**src/hdl/mca_pkg.sv**
```systemverilog
package mca_pkg;

  // ==========================================================================
  // Register map
  localparam logic [3:0] MCA_ADDR_CONTROL = 4'h0;
  localparam logic [3:0] MCA_ADDR_X_START = 4'h1;
  localparam logic [3:0] MCA_ADDR_X_END   = 4'h2;
  localparam logic [3:0] MCA_ADDR_Y_START = 4'h3;
  localparam logic [3:0] MCA_ADDR_Y_END   = 4'h4;
  localparam logic [3:0] MCA_ADDR_STATUS  = 4'h5;

  // ==========================================================================
  // Control fields
  localparam int         MCA_X_SEL_LSB     = 0;
  localparam int         MCA_Y_SEL_LSB     = 4;
  localparam int         MCA_Y_EN_BIT      = 14;
  localparam int         MCA_X_EN_BIT      = 15;
  localparam logic [3:0] MCA_SEL_NONE      = 4'hF;
  localparam logic [15:0] MCA_CONTROL_RESET = 16'h00FF;
  localparam logic [15:0] MCA_CONTROL_MASK  = 16'hC0FF;
  localparam logic [15:0] MCA_ADDR_RESET    = 16'h0000;
  localparam logic [15:0] MCA_WORD_MASK     = 16'hFFFE;

  // ==========================================================================
  // Carriers
  typedef struct packed {
    logic        valid;
    logic [3:0]  reg_sel;
    logic        dir_down;
    logic [15:0] next_ea;
  } mca_req_type;

  typedef struct packed {
    logic        wrapped;
    logic [15:0] ea;
  } mca_rsp_type;

  typedef enum logic [1:0] {
    MCA_PASS      = 2'b00,
    MCA_WRAP_UP   = 2'b01,
    MCA_WRAP_DOWN = 2'b10
  } mca_action_type;

endpackage

```
**src/hdl/mca_bound.sv**
```systemverilog
module mca_bound
  import mca_pkg::*;
(
  input  wire logic        mclk,
  input  wire logic        rst_b,
  input  wire logic        active,
  input  wire logic [3:0]  sel,
  input  wire logic        word_only,
  input  wire logic [15:0] start_addr,
  input  wire logic [15:0] end_addr,
  input  wire mca_req_type req,
  output mca_rsp_type      rsp
);

  mca_action_type action;
  logic [15:0]    ea_in;

  always_comb
  begin
    ea_in = word_only ? (req.next_ea & MCA_WORD_MASK) : req.next_ea;
    action = MCA_PASS;
    if (active && req.valid && req.reg_sel == sel)
    begin
      if (!req.dir_down && ea_in > end_addr)
        action = MCA_WRAP_UP;
      else if (req.dir_down && ea_in < start_addr)
        action = MCA_WRAP_DOWN;
    end
  end

  always_ff @(posedge mclk)
  begin
    if (!rst_b)
      rsp <= '0;
    else
    begin
      unique case (action)
        MCA_WRAP_UP:   rsp <= {1'b1, start_addr};
        MCA_WRAP_DOWN: rsp <= {1'b1, word_only ? (end_addr & MCA_WORD_MASK) : end_addr};
        MCA_PASS:      rsp <= {1'b0, req.next_ea};
        default:       rsp <= {1'b0, req.next_ea};
      endcase
    end
  end

endmodule

```
**src/hdl/mca_regs.sv**
```systemverilog
module mca_regs
  import mca_pkg::*;
(
  input  wire logic        mclk,
  input  wire logic        rst_b,
  input  wire logic [3:0]  addr,
  input  wire logic [15:0] wdata,
  input  wire logic        wr,
  input  wire logic        rd,
  input  wire logic [1:0]  wrap_flags,
  output logic [15:0]      rdata,
  output logic [15:0]      modulo_control,
  output logic [15:0]      x_buffer_start,
  output logic [15:0]      x_buffer_end,
  output logic [15:0]      y_buffer_start,
  output logic [15:0]      y_buffer_end
);

  logic [1:0] wrap_seen;

  always_ff @(posedge mclk)
  begin
    if (!rst_b)
    begin
      modulo_control <= MCA_CONTROL_RESET;
      x_buffer_start <= MCA_ADDR_RESET;
      x_buffer_end   <= MCA_ADDR_RESET;
      y_buffer_start <= MCA_ADDR_RESET;
      y_buffer_end   <= MCA_ADDR_RESET;
    end
    else if (wr)
    begin
      unique case (addr)
        MCA_ADDR_CONTROL: modulo_control <= wdata & MCA_CONTROL_MASK;
        MCA_ADDR_X_START: x_buffer_start <= wdata;
        MCA_ADDR_X_END:   x_buffer_end   <= wdata;
        MCA_ADDR_Y_START: y_buffer_start <= wdata;
        MCA_ADDR_Y_END:   y_buffer_end   <= wdata;
        default:          ;
      endcase
    end
  end

  // Sticky wrap seen flags, set wins over read clear
  always_ff @(posedge mclk)
  begin
    if (!rst_b)
      wrap_seen <= 2'b00;
    else if (rd && addr == MCA_ADDR_STATUS)
      wrap_seen <= wrap_flags;
    else
      wrap_seen <= wrap_seen | wrap_flags;
  end

  always_ff @(posedge mclk)
  begin
    if (!rst_b)
      rdata <= 16'h0000;
    else if (rd)
    begin
      unique case (addr)
        MCA_ADDR_CONTROL: rdata <= modulo_control;
        MCA_ADDR_X_START: rdata <= x_buffer_start;
        MCA_ADDR_X_END:   rdata <= x_buffer_end;
        MCA_ADDR_Y_START: rdata <= y_buffer_start;
        MCA_ADDR_Y_END:   rdata <= y_buffer_end;
        MCA_ADDR_STATUS:  rdata <= {14'h0000, wrap_seen};
        default:          rdata <= 16'h0000;
      endcase
    end
  end

endmodule

```
**src/hdl/mca_top.sv**
```systemverilog
module mca_top
  import mca_pkg::*;
(
  input  wire logic        mclk,
  input  wire logic        rst_b,
  input  wire logic [3:0]  addr,
  input  wire logic [15:0] wdata,
  input  wire logic        wr,
  input  wire logic        rd,
  output logic [15:0]      rdata,
  input  wire mca_req_type x_read_req,
  input  wire mca_req_type x_write_req,
  input  wire mca_req_type y_req,
  output mca_rsp_type      x_read_rsp,
  output mca_rsp_type      x_write_rsp,
  output mca_rsp_type      y_rsp
);

  logic [15:0] modulo_control;
  logic [15:0] x_buffer_start;
  logic [15:0] x_buffer_end;
  logic [15:0] y_buffer_start;
  logic [15:0] y_buffer_end;
  logic [3:0]  x_pointer_select;
  logic [3:0]  y_pointer_select;
  logic        x_circular_enable;
  logic        y_circular_enable;
  logic        x_active;
  logic        y_active;

  // ==========================================================================
  // Registers
  mca_regs u_regs (
    .mclk           (mclk),
    .rst_b          (rst_b),
    .addr           (addr),
    .wdata          (wdata),
    .wr             (wr),
    .rd             (rd),
    .wrap_flags     ({y_rsp.wrapped, x_read_rsp.wrapped | x_write_rsp.wrapped}),
    .rdata          (rdata),
    .modulo_control (modulo_control),
    .x_buffer_start (x_buffer_start),
    .x_buffer_end   (x_buffer_end),
    .y_buffer_start (y_buffer_start),
    .y_buffer_end   (y_buffer_end)
  );

  // ==========================================================================
  // Mode decode
  assign x_pointer_select  = modulo_control[MCA_X_SEL_LSB +: 4];
  assign y_pointer_select  = modulo_control[MCA_Y_SEL_LSB +: 4];
  assign x_circular_enable = modulo_control[MCA_X_EN_BIT];
  assign y_circular_enable = modulo_control[MCA_Y_EN_BIT];
  assign x_active = x_circular_enable && x_pointer_select != MCA_SEL_NONE;
  assign y_active = y_circular_enable && y_pointer_select != MCA_SEL_NONE;

  // ==========================================================================
  // Address generators: one window per space, shared by X read and write
  mca_bound u_x_read (
    .mclk       (mclk),
    .rst_b      (rst_b),
    .active     (x_active),
    .sel        (x_pointer_select),
    .word_only  (1'b0),
    .start_addr (x_buffer_start),
    .end_addr   (x_buffer_end),
    .req        (x_read_req),
    .rsp        (x_read_rsp)
  );

  mca_bound u_x_write (
    .mclk       (mclk),
    .rst_b      (rst_b),
    .active     (x_active),
    .sel        (x_pointer_select),
    .word_only  (1'b0),
    .start_addr (x_buffer_start),
    .end_addr   (x_buffer_end),
    .req        (x_write_req),
    .rsp        (x_write_rsp)
  );

  mca_bound u_y (
    .mclk       (mclk),
    .rst_b      (rst_b),
    .active     (y_active),
    .sel        (y_pointer_select),
    .word_only  (1'b1),
    .start_addr (y_buffer_start),
    .end_addr   (y_buffer_end),
    .req        (y_req),
    .rsp        (y_rsp)
  );

  // ==========================================================================
  // Checks
  AST_X_DISABLED_PASS: assert property (@(posedge mclk) disable iff (!rst_b)
    (!x_active && x_read_req.valid) |=> (x_read_rsp.ea == $past(x_read_req.next_ea) && !x_read_rsp.wrapped))
    else $error("X read altered while disabled");
  AST_X_WRAP_UP: assert property (@(posedge mclk) disable iff (!rst_b)
    (x_active && x_read_req.valid && x_read_req.reg_sel == x_pointer_select && !x_read_req.dir_down
     && x_read_req.next_ea > x_buffer_end && !wr) |=> (x_read_rsp.ea == x_buffer_start))
    else $error("X overrun not reloaded with start");
  AST_X_WRAP_DOWN: assert property (@(posedge mclk) disable iff (!rst_b)
    (x_active && x_write_req.valid && x_write_req.reg_sel == x_pointer_select && x_write_req.dir_down
     && x_write_req.next_ea < x_buffer_start && !wr) |=> (x_write_rsp.ea == x_buffer_end))
    else $error("X underrun not reloaded with end");
  AST_X_OTHER_REG: assert property (@(posedge mclk) disable iff (!rst_b)
    (x_write_req.valid && x_write_req.reg_sel != x_pointer_select) |=> !x_write_rsp.wrapped)
    else $error("Unselected register was wrapped");
  AST_Y_WORD: assert property (@(posedge mclk) disable iff (!rst_b)
    y_rsp.wrapped |-> !y_rsp.ea[0] || y_rsp.ea == y_buffer_start)
    else $error("Y wrap not word aligned");
  AST_Y_DISABLED: assert property (@(posedge mclk) disable iff (!rst_b)
    (!y_active && y_req.valid) |=> !y_rsp.wrapped)
    else $error("Y wrapped while disabled");
  AST_X_ENABLE: assert property (@(posedge mclk) disable iff (!rst_b)
    x_active |-> (modulo_control[MCA_X_EN_BIT] && modulo_control[3:0] != MCA_SEL_NONE))
    else $error("X active without enable");
  AST_REG_WRITE: assert property (@(posedge mclk) disable iff (!rst_b)
    (wr && addr == MCA_ADDR_Y_END) |=> (y_buffer_end == $past(wdata)))
    else $error("Y end register not loaded");

endmodule

```
**config.mk**
```make
export PLATFORM = sky130hd
export DESIGN_NAME = mca_top
export DESIGN_NICKNAME = d
export VERILOG_FILES = /design/src/hdl/mca_pkg.sv /design/src/hdl/mca_bound.sv /design/src/hdl/mca_regs.sv /design/src/hdl/mca_top.sv
export SDC_FILE = /design/constraint.sdc
export NUM_CORES = 1
export LEC_CHECK = 0
export ABC_AREA = 1
export ABC_CLOCK_PERIOD_IN_PS = 2900
export BUFFER_PORTS_ARGS = -buffer_cell sky130_fd_sc_hd__buf_2
export CELL_PAD_IN_SITES_DETAIL_PLACEMENT = 1
export CELL_PAD_IN_SITES_GLOBAL_PLACEMENT = 1
export CORE_MARGIN = 2
export CORE_UTILIZATION = 40
export DETAILED_ROUTE_END_ITERATION = 16
export PLACE_DENSITY = 0.91
export RECOVER_POWER = 25
export SYNTH_ARGS = -nofsm -noshare
export SYNTH_HDL_FRONTEND = slang
export SYNTH_SLANG_ARGS = --single-unit
```
**constraint.sdc**
```tcl
create_clock -name mclk -period 2.9 [get_ports mclk]
set_clock_uncertainty 0.2 [all_clocks]
set_input_delay 0.145 -clock mclk [delete_from_list [all_inputs] [get_ports mclk]]
set_output_delay 0.145 -clock mclk [all_outputs]
set_load 0.005 [all_outputs]
```
=== Word level (Yosys, flattened, before mapping) ===
Index checks and enable logic that the tools add are counted.

* Register bits after elaboration: 143
* Input port bits: 90
* Output and inout port bits: 67
* Word-level logic and storage cells: 75

* Order comparisons: 6
* Eq/ne operators: 16
* Multiplexer cells: 14
* Bitwise logic cells: 2
* Reduce and logical (&&, ||, !) cells: 24

{| class="wikitable"
|+ Operator list
! kind !! number
|-
| 17-bit case mux with 2 select lines || 3
|-
| 16-bit case mux with 6 select lines || 1
|-
| 16-bit > comparator || 3
|-
| 16-bit less-than comparator || 3
|-
| 2-bit 2-to-1 mux || 10
|-
| 1-bit logical AND || 15
|-
| 4-bit equality test || 3
|-
| 2-bit AND reduction || 5
|-
| 4-bit by 2-bit equality test with 1-bit output, second input constant || 2
|-
| 4-bit by 3-bit equality test with 1-bit output, second input constant || 2
|-
| 4-bit != test, second input constant || 2
|-
| 2-bit by 1-bit equality test with 1-bit output, second input constant || 3
|-
| 2-bit equality test, second input constant || 3
|-
| 4-bit by 1-bit equality test with 1-bit output, second input constant || 1
|-
| 4-bit logical NOT || 1
|-
| 1-bit logical NOT || 3
|-
| 2-bit bitwise OR || 1
|-
| 1-bit bitwise OR || 1
|}

=== Depth between registers and ports, before layout ===
* Depth after elaboration: 7
* Mapped depth: 17
* Mapped depth without buffers: 15

=== Cells and area by module ===
Synthesis repeated with hierarchy kept, for this count alone.

* Cells, all modules: 1,335
* Area, all modules: 8,984.9 µm²

{| class="wikitable"
|+ By module, submodules not included
! module !! times used !! cells an instance !! area an instance (µm²) !! sequential area each (µm²)
|-
| mca_regs || 1 || 557 || 3,933.8 || 1,841.8
|-
| mca_bound at u_x_read ... || 2 || 256 || 1,672.9 || 340.3
|-
| mca_bound at u_x_write || 1 || 253 || 1,654.1 || 340.3
|-
| mca_top || 1 || 13 || 51.3 || 0.0
|}

=== Worst setup path before layout ===
OpenSTA, ideal clock, no wires.

* Path kind: register to register
* Start: register u_regs.x_buffer_end[11]
* End: register u_x_write.rsp[10] (netlist bit)
* Setup time: 0.120 ns
* Arrival time: 2.236 ns
* Data required time: 2.580 ns
* Setup slack: 0.344 ns
* Stages on the path, launching flop included: 16
* Period minus slack after synthesis: 2.556 ns
* Cells stage by stage: dfxtp_1 > inv_1 > ha_1 > nand2_1 > nor2_1 > nand2_1 > nor2_1 > nand2_1 > nand2_1 > nand3_1 > ha_1 > clkbuf_1 > inv_1 > clkbuf_1 > o21ai_0 > a21oi_1

* Word-level cells in the longest chain between the ends: 6
* Elaborated cells between the ends (all ways): 7
* Those cells by class: 1 x order compare; 2 x eq/ne; 3 x mux; 1 x reduce/logical

{| class="wikitable"
|+ RTL lines
! what !! RTL line !! RTL
|-
| from (decl) || mca_regs.sv:14 || <nowiki>output logic [15:0] x_buffer_end,</nowiki>
|-
| from (signal assigned) || mca_regs.sv:36 || <nowiki>MCA_ADDR_X_END: x_buffer_end <= wdata;</nowiki>
|-
| 16-bit > comparator (*) || mca_bound.sv:24 || <nowiki>if (!req.dir_down && ea_in > end_addr)</nowiki>
|-
| 1-bit logical AND (*) || mca_bound.sv:24 ||
|-
| 2-bit 2-to-1 mux (*) || mca_bound.sv:24 ||
|-
| 2-bit 2-to-1 mux (*) || mca_bound.sv:22 || <nowiki>if (active && req.valid && req.reg_sel == sel)</nowiki>
|-
| 2-bit equality test or 2-bit by 1-bit equality test with 1-bit output (tied branches) || mca_bound.sv:37 || <nowiki>unique case (action)</nowiki>
|-
| 17-bit case mux with 2 select lines (*) || mca_bound.sv:37 ||
|-
| to (signal assigned) || mca_bound.sv:38 || <nowiki>MCA_WRAP_UP: rsp <= {1'b1, start_addr};</nowiki>
|-
| to (signal assigned) || mca_bound.sv:39 || <nowiki>MCA_WRAP_DOWN: rsp <= {1'b1, word_only ? (end_addr & MCA_WORD_MASK) : end_addr};</nowiki>
|-
| to (signal assigned) || mca_bound.sv:40 || <nowiki>MCA_PASS: rsp <= {1'b0, req.next_ea};</nowiki>
|-
| to (decl) || mca_bound.sv:12 || <nowiki>output mca_rsp_type rsp</nowiki>
|}

Mark *: on every way between the ends. The rest lies on a longest branch, timed or not.
A chain may end at the register's enable or synchronous reset.

=== Final worst setup path ===
* Start: register u_regs.x_buffer_end[3]
* End: register u_x_write.rsp[12] (netlist bit)

Same word-level chain as after synthesis.

==> run_results.csv <==
group,metric,value,unit
status,status,"finished clean",
clock_network,cts.sinks,143,
setup_path,cpMostUsedCell,"nand2_1",
setup_path,worst_setup_path_end_kind,"flop",
grt,grt_max_degree,64,
cells_and_area,drive_above_1_share,15.8,%
setup_path,cpMaxStageDelayCell,"dfxtp_1",
detailed_routing,ant_nets,0,
setup_path,crit_chain,"inv_1 -> ha_1 -> nand2_1 -> o21ai_0 -> a21o_1 -> nand2_1 -> nand2_1 -> nand3_1 -> ha_2 -> inv_2 -> buf_4 -> o21ai_0 -> a21oi_1",
clock_network,cts_root_buffer,"clkbuf_16",
power_and_ir_drop,power_density,459,nW/um2
grt,grt_pass1_wl,53.3,mm
grt,grt_util_met3,4.63,%
synth,synth-seq-cells,143,
grt,busiest_layer,"met2",
grt,use_met1,36.8,%
synth,synth_cells,1137,
grt,grt-ovfl-total,0,
die,dieHeight,147,um
die,rows,52,
grt,gr-usage-all-layers,31.4,%
min_path,hp-class,"in -> reg",
synth,yosysSeqAreaShare,35.0,%
clock_network,clkTransAtPathRegs,0.06,ns
detailed_routing,vias_per_cell,5.79,
clock_network,cts_tree,"yes",
die,fp.dieArea,21600,um2
setup_path,path_max_fanout,6,
die,fp.dieW,147,um
cells_and_area,finish.instance_area,10500,um2
synth,ys_types,33,
cells_and_area,nets,1535,
die,initial_utilization,40.5,%
setup_path,path_buf_inv,3,
clock_network,cts_buffers,17,
clock_network,insertion_delay,0.43,ns
clock_network,cts.path.max_buffers,2,
sta,setup_tns,0,ns
detailed_routing,vias,9434,
cells_and_area,final_common_cell,"a21oi_1",
synth,yosysWarnings,0,
cells_and_area,syn2layout_area_growth,28.6,%
run,max-cap-violations,0,
die,pin_count,157,
cells_and_area,antenna_cells,0,
sta,finalWorstSetupSlack,0.0658,ns
detailed_routing,drtPass1Iterations,5,
setup_path,critPathKind,"reg -> reg",
synth,avgSynthCellArea,7.19,um2
sta,slew_viol_final,0,
sta,setup_viol,0,
sta,fin_crit,2.83,ns
setup_path,crit_arrival,2.93,ns
grt,grt_pass1_vias,10000,
setup_path,crit_path_max_incr_delay,0.38,ns
clock_network,postCtsSetupRepairBufs,0,
power_and_ir_drop,design_power_total,4.82,mW
grt,antenna_found_initial,0,
die,core,20200,um2
sta,clock.fmax,353,MHz
sta,slew_headroom,39.3,%
synth,synthesis.area,8180,um2
sta,fin_crit_sh,97.7,%
cells_and_area,fin_util,52.1,%
placed_design,dp_hpwl,23.7,mm
detailed_routing,routedWlPerCell,20.8,um
power_and_ir_drop,p_leak,4.50,nW
placed_design,dpl_worst_slack,-0.00887,ns
sta,tightest_slew,0.908,ns
detailed_routing,drtIter0Drc,653,
synth,syn_nets,1325,
placed_design,placed_cell_area,9250,um2
setup_path,crit_family,"compound AO/OA/AOI/OAI gates",
placed_design,globalplace.congestion,0.931,
power_and_ir_drop,ir_worst_vdd,0.358,mV
cells_and_area,final_cell_mix,"a21oi_1 (216), nand2_1 (215), dfxtp_1 (138), buf_2 (132), o21ai_0 (128)",
clock_network,htreeDepth,4,
sta,hold_viol,0,
placed_design,port_buffers,156,
grt,grtUsageMet2,55.4,%
setup_path,start_kind,"flop",
setup_path,critPathRequiredTime,3.00,ns
detailed_routing,drc_errors,0,
detailed_routing,drt-total-wl,33.8,mm
-- flip-flops by register name, summed over array words and instances (netlist names) --
register and count:
u_regs.y_buffer_start 16, u_regs.rdata 16, u_regs.x_buffer_end 16, u_regs.x_buffer_start 16, u_regs.wrap_seen 2, u_x_write.rsp 17
u_regs.y_buffer_end 16, u_x_read.rsp 17, u_y.rsp 17, u_regs.modulo_control 10
-- where the power goes --
part	leakage, nW	switching [mW]	total, mW	internal (mW)
clock network	0.260	0.857	2.07	1.21
registers	1.17	0.0388	2.07	2.03
logic	3.07	0.400	0.689	0.289
-- timing repair --
item | CTS | global route
endpoints found under the setup margin | 6 | 43
gates cloned | 0 | 1
hold buffers | 67 | 0
hold endpoints to repair | 129 | 0
pin swaps | 0 | 2
resized for setup | 1 | 35
-- final cells by class --
type	instances	area [um2]
fillers	2604	9660
inverters	118	447
repair buffers	243	1610
multi-input cells	823	4710
repair inverters	1	7.51
clock buffers	24	472
flip-flops and latches	143	2870
well taps	270	338
clock inverters	6	61.3
-- worst paths after layout --
check        slack [ns]                   to               startpoint  cells after the start
max reg2reg        0.07    u_x_write.rsp[12]   u_regs.x_buffer_end[3]                     13
min reg2reg        0.26          u_y.rsp[10]  u_regs.y_buffer_end[10]                      2
max                0.07    u_x_write.rsp[12]   u_regs.x_buffer_end[3]                     13
min                0.03  u_regs.wrap_seen[1]                  addr[3]                      5
-- tightest hold or removal path, stage by stage --
cell	delay, ns
buf_2	0.12
nor2_2	0.07
nand3_1	0.11
a21oi_1	0.08
nor2_1	0.09
-- synthesized netlist by cell type --
cell type    n  area (um2)
inv_1      115         432
nand3_1     24         120
buf_1        2        7.51
a21o_1       3        22.5
nor2_4       2        22.5
a221oi_1     2        17.5
nor3_1       5        25.0
nand3b_1     1        7.51
nand2_1    215         807
o21a_1       3        22.5
nor2_2       3        18.8
a31oi_1      2        12.5
or2_2        1        6.26
xor2_1       1        8.76
o211ai_1    13        97.6
a211oi_1     4        30.0
o22ai_1      8        50.1
buf_2        9        45.0
nor2_1      55         206
o21ai_0    135         676
clkbuf_2     2        10.0
a21boi_0     2        15.0
inv_2        3        11.3
buf_4        2        15.0
ha_1        98        1230
o21ai_1     10        50.1
dfxtp_1    143        2860
a21oi_1    221        1110
clkbuf_1    38         143
xnor2_1      2        17.5
o221ai_1     1        8.76
nand4_1      8        50.1
nand2_2      4        25.0
-- routing by layer --
metal  part of all wire (%)  vias to the layer above
met5                      0                        -
met4                    5.0                        0
met3                    6.2                      137
met2                     50                      500
met1                     39                     4520
li1                       -                     4277
-- cell families (layout without fill, tap and decap cells) --
group / count (synthesis) / after routing / share of synthesized area, %
adders and majority gates: 98 / 98 / 15.0
and+or+nand+nor: 318 / 318 / 15.8
buffers and inverters: 171 / 392 / 8.11
AOI/OAI and AO/OA: 404 / 404 / 25.8
DFF: 143 / 143 / 35.0
xor gates and xnor gates: 3 / 3 / 0.321
-- per-stage QoR --
step,hold slack (ns),std cells
2_1_floorplan,0.0582,1137
3_3_place_gp,0.202,1530
3_5_place_dp,0.198,1530
4_1_cts,0.0313,1627
5_1_grt,0.0899,1628
6_report,0.0346,1628
Power figures use the tool's default switching activity.
